===== src/design/socd_pkg.sv =====
/*
 Shared constants for the host-side serial opcode controller: opcode
 encodings, field layouts and master-clock timing counts.
 Assumes a 125 MHz controller clock and a device master clock given in ns.
*/
package socd_pkg;
    localparam int REF_CLK_PERIOD_NS = 8;
    localparam int DEV_CLK_PERIOD_NS = 500;
    localparam int DEC_GAP_TCLK = 4;
    localparam int RESET_TCLK = 18;
    localparam int GAP_CYC = (DEC_GAP_TCLK * DEV_CLK_PERIOD_NS + REF_CLK_PERIOD_NS - 1)
        / REF_CLK_PERIOD_NS;
    localparam int RESET_CYC = (RESET_TCLK * DEV_CLK_PERIOD_NS + REF_CLK_PERIOD_NS - 1)
        / REF_CLK_PERIOD_NS;
    localparam int SCLK_HALF = 4;

    localparam logic [7:0] OP_WAKEUP = 8'h02;
    localparam logic [7:0] OP_STANDBY = 8'h04;
    localparam logic [7:0] OP_RESET = 8'h06;
    localparam logic [7:0] OP_START = 8'h08;
    localparam logic [7:0] OP_STOP = 8'h0A;
    localparam logic [7:0] OP_CONT_READ = 8'h10;
    localparam logic [7:0] OP_STOP_CONT = 8'h11;
    localparam logic [7:0] OP_SINGLE_READ = 8'h12;
    localparam logic [2:0] PFX_REG_READ = 3'h1;
    localparam logic [2:0] PFX_REG_WRITE = 3'h2;
    localparam logic [2:0] PFX_COUNT = 3'h0;

    localparam logic [3:0] CMD_WAKEUP = 4'h0;
    localparam logic [3:0] CMD_STANDBY = 4'h1;
    localparam logic [3:0] CMD_RESET = 4'h2;
    localparam logic [3:0] CMD_START = 4'h3;
    localparam logic [3:0] CMD_STOP = 4'h4;
    localparam logic [3:0] CMD_CONT_READ = 4'h5;
    localparam logic [3:0] CMD_STOP_CONT = 4'h6;
    localparam logic [3:0] CMD_SINGLE_READ = 4'h7;
    localparam logic [3:0] CMD_REG_READ = 4'h8;
    localparam logic [3:0] CMD_REG_WRITE = 4'h9;
endpackage


===== src/design/socd_host.sv =====
/*
 Host controller that drives the converter's serial port: sends opcodes,
 register read and write commands, and reads conversion data.
 Assumes the device launches read data on the rising link clock edge (link
 clock made here by dividing ref_clk) and a result_ready_n pin, sampled through three flops.
*/
`timescale 1ns/10ps
module socd_host
    import socd_pkg::*;
#(
    parameter int DATA_BYTES = 27,
    parameter int GAP_CYCLES = GAP_CYC,
    parameter int RESET_CYCLES = RESET_CYC
) (
    input wire logic ref_clk,
    input wire logic rst_b,
    input wire logic clk_en,
    input wire logic cmd_valid,
    output logic cmd_ready,
    input wire logic [3:0] cmd_code,
    input wire logic [4:0] cmd_addr,
    input wire logic [4:0] cmd_count,
    output logic wr_data_ready,
    input wire logic [7:0] wr_data,
    output logic rd_valid,
    output logic [7:0] rd_data,
    output logic cmd_refused,
    output logic standby,
    output logic cont_read,
    output logic running,
    output logic ser_clk,
    output logic ser_sel_n,
    output logic ser_mosi,
    input wire logic ser_miso,
    output logic start_pin,
    input wire logic result_ready_n
);
    typedef enum logic [5:0] {
        SOCD_IDLE = 6'b00_0001,
        SOCD_SHIFT = 6'b00_0010,
        SOCD_GAP = 6'b00_0100,
        SOCD_NEXT = 6'b00_1000,
        SOCD_HOLD = 6'b01_0000,
        SOCD_WAITRDY = 6'b10_0000
    } socd_state_t;

    localparam int CW = 16;
    localparam logic [CW-1:0] GAP_W = CW'(GAP_CYCLES);
    localparam logic [CW-1:0] RST_W = CW'(RESET_CYCLES);
    localparam logic [CW-1:0] HALF_W = CW'(SCLK_HALF);

    logic [2:0] miso_s_q;
    logic [2:0] rdy_s_q;
    socd_state_t st_q, st_d;
    logic [CW-1:0] cnt_q, cnt_d;
    logic [CW-1:0] hold_q, hold_d;
    logic [7:0] sh_q, sh_d;
    logic [2:0] bit_q, bit_d;
    logic [9:0] bytes_q, bytes_d;
    logic [9:0] hdr_q, hdr_d;
    logic [3:0] op_q, op_d;
    logic sclk_q, sclk_d;
    logic sel_n_q, sel_n_d;
    logic standby_q, standby_d;
    logic cont_q, cont_d;
    logic run_q, run_d;
    logic rdv_q, rdv_d;
    logic [7:0] rdd_q, rdd_d;
    logic ref_q, ref_d;
    logic legal;
    logic [7:0] first_byte;

    // Miso and ready pin are asynchronous to ref_clk
    always_ff @(posedge ref_clk or negedge rst_b) begin
        if (!rst_b) begin
            miso_s_q <= 3'h0;
            rdy_s_q <= 3'h7;
        end else if (clk_en) begin
            miso_s_q <= {miso_s_q[1:0], ser_miso};
            rdy_s_q <= {rdy_s_q[1:0], result_ready_n};
        end
    end

    always_comb begin
        legal = 1'b1;
        if (standby_q && cmd_code != CMD_WAKEUP) begin
            legal = 1'b0;
        end
        if (cont_q && cmd_code != CMD_STOP_CONT && cmd_code != CMD_CONT_READ) begin
            legal = 1'b0;
        end
        if (cmd_code > CMD_REG_WRITE) begin
            legal = 1'b0;
        end
        unique case (cmd_code)
            CMD_WAKEUP: first_byte = OP_WAKEUP;
            CMD_STANDBY: first_byte = OP_STANDBY;
            CMD_RESET: first_byte = OP_RESET;
            CMD_START: first_byte = OP_START;
            CMD_STOP: first_byte = OP_STOP;
            CMD_CONT_READ: first_byte = OP_CONT_READ;
            CMD_STOP_CONT: first_byte = OP_STOP_CONT;
            CMD_SINGLE_READ: first_byte = OP_SINGLE_READ;
            CMD_REG_READ: first_byte = {PFX_REG_READ, cmd_addr};
            default: first_byte = {PFX_REG_WRITE, cmd_addr};
        endcase
    end

    always_comb begin
        st_d = st_q;
        cnt_d = cnt_q;
        hold_d = hold_q;
        sh_d = sh_q;
        bit_d = bit_q;
        bytes_d = bytes_q;
        hdr_d = hdr_q;
        op_d = op_q;
        sclk_d = sclk_q;
        sel_n_d = sel_n_q;
        standby_d = standby_q;
        cont_d = cont_q;
        run_d = run_q;
        rdv_d = 1'b0;
        rdd_d = rdd_q;
        ref_d = 1'b0;
        if (hold_q != '0) begin
            hold_d = hold_q - 1'b1;
        end
        unique case (st_q)
            SOCD_IDLE: begin
                if (cmd_valid && hold_q == '0) begin
                    if (!legal) begin
                        ref_d = 1'b1;
                    end else begin
                        op_d = cmd_code;
                        sh_d = first_byte;
                        bit_d = 3'h7;
                        hdr_d = 10'd1;
                        bytes_d = 10'd0;
                        if (cmd_code == CMD_REG_READ || cmd_code == CMD_REG_WRITE) begin
                            hdr_d = 10'd2;
                            bytes_d = 10'(cmd_count) + 10'd1;
                        end else if (cmd_code == CMD_SINGLE_READ) begin
                            bytes_d = 10'(DATA_BYTES);
                        end
                        sel_n_d = 1'b0;
                        cnt_d = HALF_W;
                        st_d = SOCD_SHIFT;
                        if (cmd_code == CMD_CONT_READ) begin
                            cnt_d = GAP_W;
                            st_d = SOCD_WAITRDY;
                        end else if (cmd_code == CMD_SINGLE_READ) begin
                            st_d = SOCD_WAITRDY;
                        end
                    end
                end
            end
            SOCD_WAITRDY: begin
                if (op_q == CMD_CONT_READ) begin
                    // Synchroniser lag hides a fresh edge, so demand a full quiet span;
                    // assumes one byte is far shorter than a conversion period
                    if (rdy_s_q[2] != rdy_s_q[1]) begin
                        cnt_d = GAP_W;
                    end else if (cnt_q != '0) begin
                        cnt_d = cnt_q - 1'b1;
                    end else begin
                        cnt_d = HALF_W;
                        st_d = SOCD_SHIFT;
                    end
                end else if (!rdy_s_q[2]) begin
                    // Ready low: output register already refreshed
                    st_d = SOCD_SHIFT;
                end
            end
            SOCD_SHIFT: begin
                if (cnt_q != '0) begin
                    cnt_d = cnt_q - 1'b1;
                end else begin
                    cnt_d = HALF_W;
                    sclk_d = !sclk_q;
                    if (sclk_q) begin
                        // Sample on falling edge, half a bit after the device launches
                        rdd_d = {rdd_q[6:0], miso_s_q[2]};
                        sh_d = {sh_q[6:0], 1'b0};
                        if (bit_q == 3'h0) begin
                            bit_d = 3'h7;
                            st_d = SOCD_GAP;
                            cnt_d = GAP_W;
                            if (hdr_q == '0) begin
                                rdv_d = (op_q != CMD_REG_WRITE);
                                bytes_d = bytes_q - 1'b1;
                            end else begin
                                hdr_d = hdr_q - 1'b1;
                            end
                        end else begin
                            bit_d = bit_q - 1'b1;
                        end
                    end
                end
            end
            SOCD_GAP: begin
                if (cnt_q != '0) begin
                    cnt_d = cnt_q - 1'b1;
                end else begin
                    st_d = SOCD_NEXT;
                end
            end
            SOCD_NEXT: begin
                cnt_d = HALF_W;
                if (hdr_q == 10'd1) begin
                    sh_d = {PFX_COUNT, 5'(bytes_q - 10'd1)};
                    st_d = SOCD_SHIFT;
                end else if (bytes_q != '0) begin
                    if (op_q == CMD_REG_WRITE) begin
                        if (wr_data_ready) begin
                            sh_d = wr_data;
                            st_d = SOCD_SHIFT;
                        end
                    end else begin
                        sh_d = 8'h00;
                        st_d = SOCD_SHIFT;
                    end
                end else begin
                    st_d = SOCD_HOLD;
                end
            end
            SOCD_HOLD: begin
                sel_n_d = 1'b1;
                st_d = SOCD_IDLE;
                hold_d = GAP_W;
                unique case (op_q)
                    CMD_STANDBY: standby_d = 1'b1;
                    CMD_WAKEUP: standby_d = 1'b0;
                    CMD_RESET: begin
                        hold_d = RST_W;
                        run_d = 1'b0;
                    end
                    CMD_START: run_d = 1'b1;
                    CMD_STOP: run_d = 1'b0;
                    CMD_CONT_READ: cont_d = 1'b1;
                    CMD_STOP_CONT: cont_d = 1'b0;
                    default: hold_d = (op_q == CMD_SINGLE_READ) ? '0 : GAP_W;
                endcase
            end
            default: st_d = SOCD_IDLE;
        endcase
    end

    always_ff @(posedge ref_clk or negedge rst_b) begin
        if (!rst_b) begin
            st_q <= SOCD_IDLE;
            cnt_q <= '0;
            hold_q <= '0;
            sh_q <= 8'h00;
            bit_q <= 3'h7;
            bytes_q <= '0;
            hdr_q <= '0;
            op_q <= CMD_WAKEUP;
            sclk_q <= 1'b0;
            sel_n_q <= 1'b1;
            standby_q <= 1'b0;
            cont_q <= 1'b1;
            run_q <= 1'b0;
            rdv_q <= 1'b0;
            rdd_q <= 8'h00;
            ref_q <= 1'b0;
        end else if (clk_en) begin
            st_q <= st_d;
            cnt_q <= cnt_d;
            hold_q <= hold_d;
            sh_q <= sh_d;
            bit_q <= bit_d;
            bytes_q <= bytes_d;
            hdr_q <= hdr_d;
            op_q <= op_d;
            sclk_q <= sclk_d;
            sel_n_q <= sel_n_d;
            standby_q <= standby_d;
            cont_q <= cont_d;
            run_q <= run_d;
            rdv_q <= rdv_d;
            rdd_q <= rdd_d;
            ref_q <= ref_d;
        end
    end

    assign cmd_ready = (st_q == SOCD_IDLE) && (hold_q == '0) && clk_en;
    assign wr_data_ready = (st_q == SOCD_NEXT) && (op_q == CMD_REG_WRITE)
        && (hdr_q == '0) && (bytes_q != '0);
    assign rd_valid = rdv_q;
    assign rd_data = rdd_q;
    assign cmd_refused = ref_q;
    assign standby = standby_q;
    assign cont_read = cont_q;
    assign running = run_q;
    assign ser_clk = sclk_q;
    assign ser_sel_n = sel_n_q;
    assign ser_mosi = sh_q[7];
    assign start_pin = 1'b0;
endmodule


===== config.mk =====
export PLATFORM = sky130hd
export DESIGN_NAME = socd_host
export DESIGN_NICKNAME = d
export VERILOG_FILES = /design/src/design/socd_pkg.sv /design/src/design/socd_host.sv
export SDC_FILE = /design/constraint.sdc
export NUM_CORES = 1
export LEC_CHECK = 0
export CAP_MARGIN = 40
export CORE_ASPECT_RATIO = 1.4
export CORE_MARGIN = 10
export CORE_UTILIZATION = 25
export DETAILED_ROUTE_END_ITERATION = 8
export DONT_BUFFER_PORTS = 1
export GPL_TIMING_DRIVEN = 0
export HOLD_SLACK_MARGIN = 0.03
export PLACE_DENSITY_LB_ADDON = 0.08
export SLEW_MARGIN = 0
export SYNTH_ARGS = -nofsm -noshare
export SYNTH_HDL_FRONTEND = slang
export SYNTH_SLANG_ARGS = --single-unit

===== constraint.sdc =====
create_clock -name ref_clk -period 7.1 [get_ports ref_clk]
set_input_delay 0.71 -clock ref_clk [delete_from_list [all_inputs] [get_ports ref_clk]]
set_output_delay 0.71 -clock ref_clk [all_outputs]
set_load 0.01 [all_outputs]

==> impl_metrics.env <==
export IMPL_outcome="finished clean"
export IMPL_finalClockSkew_ns=0.0103
export IMPL_ant_nets=0
export IMPL_yosysWarnings=0
export IMPL_drv_slew=0
export IMPL_cp_max_fo=7
export IMPL_p_int_w=0.00135
export IMPL_viasPerCell=5.19
export IMPL_grt_max_degree=83
export IMPL_cap_violations=0
export IMPL_finalHoldViolCount=0
export IMPL_root_buffer="clkbuf_16"
export IMPL_hp_class="in -> async"
export IMPL_yosysMostFrequentCell="dfrtp_1"
export IMPL_crit_arrival_ns=3.63
export IMPL_routed_wl_um=18300
export IMPL_slowest_stage="or4b_2"
export IMPL_seq_power_share_pct=35.1
export IMPL_die_width_um=149
export IMPL_htreeDepth=3
export IMPL_antenna_found_initial=0
export IMPL_post_place_ws_ns=3.44
export IMPL_grt_pass1_wl_um=29300
export IMPL_grt_ovfl_total=0
export IMPL_max_freq_ghz=0.295
export IMPL_start_util_pct=25.2
export IMPL_p_leak_nw=2.61
export IMPL_switching_share_pct=43.9
export IMPL_clk_pin_slew_ns=0.07
export IMPL_postPlaceCellArea_mm2=0.00622
export IMPL_final_area_mm2=0.00651
export IMPL_rsz0062_at_grt="no"
export IMPL_syn_instance_count=645
export IMPL_synthXorXnorAreaFrac_pct=3.30
export IMPL_cp_start_kind="flip-flop"
export IMPL_synthAdderAreaFrac_pct=2.36
export IMPL_syn_num_nets=684
export IMPL_port_buffers=0
export IMPL_finalCritPeriodShare_pct=47.8
export IMPL_clkPwrFrac_pct=19.3
export IMPL_tns_ns=0
export IMPL_syn_to_final_growth_pct=11.7
export IMPL_synth_compound_area_share_pct=21.8
export IMPL_drive_above_1_share_pct=9.19
export IMPL_gp_congestion=0.768
export IMPL_synth_edf_count=0
export IMPL_ys_types=73
export IMPL_synth_area_leaders="dfrtp_1, o21ai_0, dfstp_2, nor2_1, mux2_2"
export IMPL_synth_area_leader_cell="dfrtp_1"
export IMPL_n_antenna_cell=0
export IMPL_grt_usage_pct=12.3
export IMPL_drt_drc_violations_left=0
export IMPL_final_util_pct=28.2
export IMPL_worst_slew_pin_slew_ns=0.851
export IMPL_worstPathRequired_ns=7.34
export IMPL_rows=66
export IMPL_ir_drop_v=0.000125
export IMPL_postCtsSetupRepairBufs=0
export IMPL_drt_iter0_drc=298
export IMPL_synth_simple_area_share_pct=22.7
export IMPL_via_count=5034
export IMPL_min_period_ns=3.39
export IMPL_clk_latency_ns=0.36
export IMPL_layout_setup_ws_ns=3.71
export IMPL_critPathKind="reg -> reg"
export IMPL_critPathCaptureType="flip-flop"
export IMPL_synth_area_mm2=0.00583
export IMPL_critPathMaxStageDelay_ns=0.61
export IMPL_cts_sinks=94
export IMPL_p_per_area_mw_per_mm2=370
export IMPL_synth_top_area_share_pct=36.5
export IMPL_ys_flop_type="dfrtp_1"
export IMPL_seq_area_frac_synth_pct=40.5
export IMPL_synth_top_family_by_area="simple AND/OR/NAND/NOR gates"
export IMPL_worstPathCellList="inv_1 > ha_1 > or4b_2 > or4_4 > buf_6 > o22ai_2 > nand4_1 > or2_1 > clkbuf_1 > mux2_1"
export IMPL_core_area_mm2=0.0231
export IMPL_cts_buffers=9
export IMPL_avgSynthCellArea_um2=9.04
export IMPL_synth_mux_area_share_pct=5.13
export IMPL_hold_buffers=1
export IMPL_die_area_mm2=0.0299
export IMPL_drt_pass1_iter_count=5
export IMPL_setup_viol=0
export IMPL_dp_hpwl_um=13400
export IMPL_synth_seq_cells=94
export IMPL_synthArstFlopShare_pct=100
export IMPL_switching_power_w=0.00106
export IMPL_clockBufferDepth=2
export IMPL_slew_limit_headroom_pct=43.1
export IMPL_nets=698
export IMPL_first_global_vias=5106
export IMPL_tritoncts="yes"
export IMPL_die_h_um=201
export IMPL_comb_power_share_pct=45.6
export IMPL_io_pins=47
export IMPL_post_drt_wl_per_cell_um=18.8
export IMPL_ys_top_cells_by_count="dfrtp_1, nor2_1, o21ai_0, nand2_1, a21oi_1"
export IMPL_cts_resized=0
## worst max-delay path: cells and delay by family, from the launching register on
family	cells	cell delay [ns]
buffers and inverters	3	0.47
AOI/OAI and AO/OA	1	0.25
DFF	1	0.44
muxes	1	0.34
and+or+nand+nor	4	1.62
adders and majority gates	1	0.15
## layer usage
layer	GRT usage [%]	up-vias	share of wire [%]
met5	0	-	0
met3	2.26	19	2.8
met2	21.5	86	52
met4	4.81	0	2.1
met1	14.5	2491	43
li1	-	2438	-
## flip-flops by register name, indices dropped and copies added, names as in the netlist, 3 cells and up
register and flops:
st_q 6, bytes_q 10, op_q 4, miso_s_q 3, sh_q 8, cnt_q 16
hold_q 16, hdr_q 10, rdy_s_q 3, rd_data 8, bit_q 3
## power groups by stage
stage | logic, W | clock network [W] | registers (W)
floorplan | 0.000833 | 0 | 0.000811
global placement | 0.00109 | 0 | 0.000851
detailed placement | 0.00110 | 0 | 0.000852
CTS | 0.00111 | 0.000490 | 0.000843
global route | 0.00125 | 0.000506 | 0.000872
finish | 0.00110 | 0.000466 | 0.000845
## path summary, 6_finish.rpt
check                      startpoint         end  slack, ns  cells past startpoint
max in group asynchronous       rst_b     sh_q[3]       5.80                      1
max reg2reg                  cnt_q[0]     st_q[1]       3.71                     10
min                             rst_b  bytes_q[4]       0.05                      0
min reg2reg                 cnt_q[10]   cnt_q[10]       0.50                      1
min in group ref_clk        cnt_q[10]   cnt_q[10]       0.50                      1
max                          cnt_q[0]     st_q[1]       3.71                     10
## stage by stage
stage | total power, W | std cells | hold WS, ns
2_1_floorplan | 0.00164 | 645 | 0.414
3_3_place_gp | 0.00194 | 951 | 0.421
3_5_place_dp | 0.00195 | 952 | 0.423
4_1_cts | 0.00244 | 969 | 0.0300
5_1_grt | 0.00263 | 970 | 0.0351
6_report | 0.00241 | 970 | 0.0495
## placed cells by master (no fill, tap or decap), types with 8 or more instances in the layout
master | synthesis | routed
nand4_1 | 9 | 9
inv_1 | 21 | 21
o31ai_1 | 11 | 11
nor4_1 | 12 | 12
mux2_2 | 18 | 18
dfstp_2 | 9 | 9
or3_1 | 11 | 11
o21ai_0 | 54 | 54
ha_1 | 11 | 11
xor2_1 | 8 | 8
a31oi_1 | 11 | 11
nand2_1 | 52 | 52
a21oi_1 | 33 | 33
nor3_1 | 31 | 31
o211ai_1 | 8 | 8
a22o_1 | 14 | 14
xnor2_1 | 14 | 14
or4_1 | 11 | 11
clkbuf_16 | 0 | 9
nor2_1 | 57 | 57
nand3_1 | 10 | 10
a21o_1 | 9 | 9
clkbuf_1 | 31 | 33
dfrtp_1 | 85 | 85
## layout make-up
class                      count  area [um2]
fill                        2504       16600
buffer                        37         153
timing repair buffer           3        31.3
clock inverter                 4        22.5
multi-input combinational    492        3230
sequential                    94        2360
inverter                      22        82.6
clock buffer                  12         246
tap                          306         383
## cells by family after synthesis
| group | count (synthesis) |
|---|---|
| DFF | 94 |
| other | 1 |
| buffers and inverters | 59 |
| xor gates and xnor gates | 22 |
| adders and majority gates | 11 |
| muxes | 27 |
| AOI/OAI and AO/OA | 185 |
| and+or+nand+nor | 246 |
(Power assumes the default switching activity.)
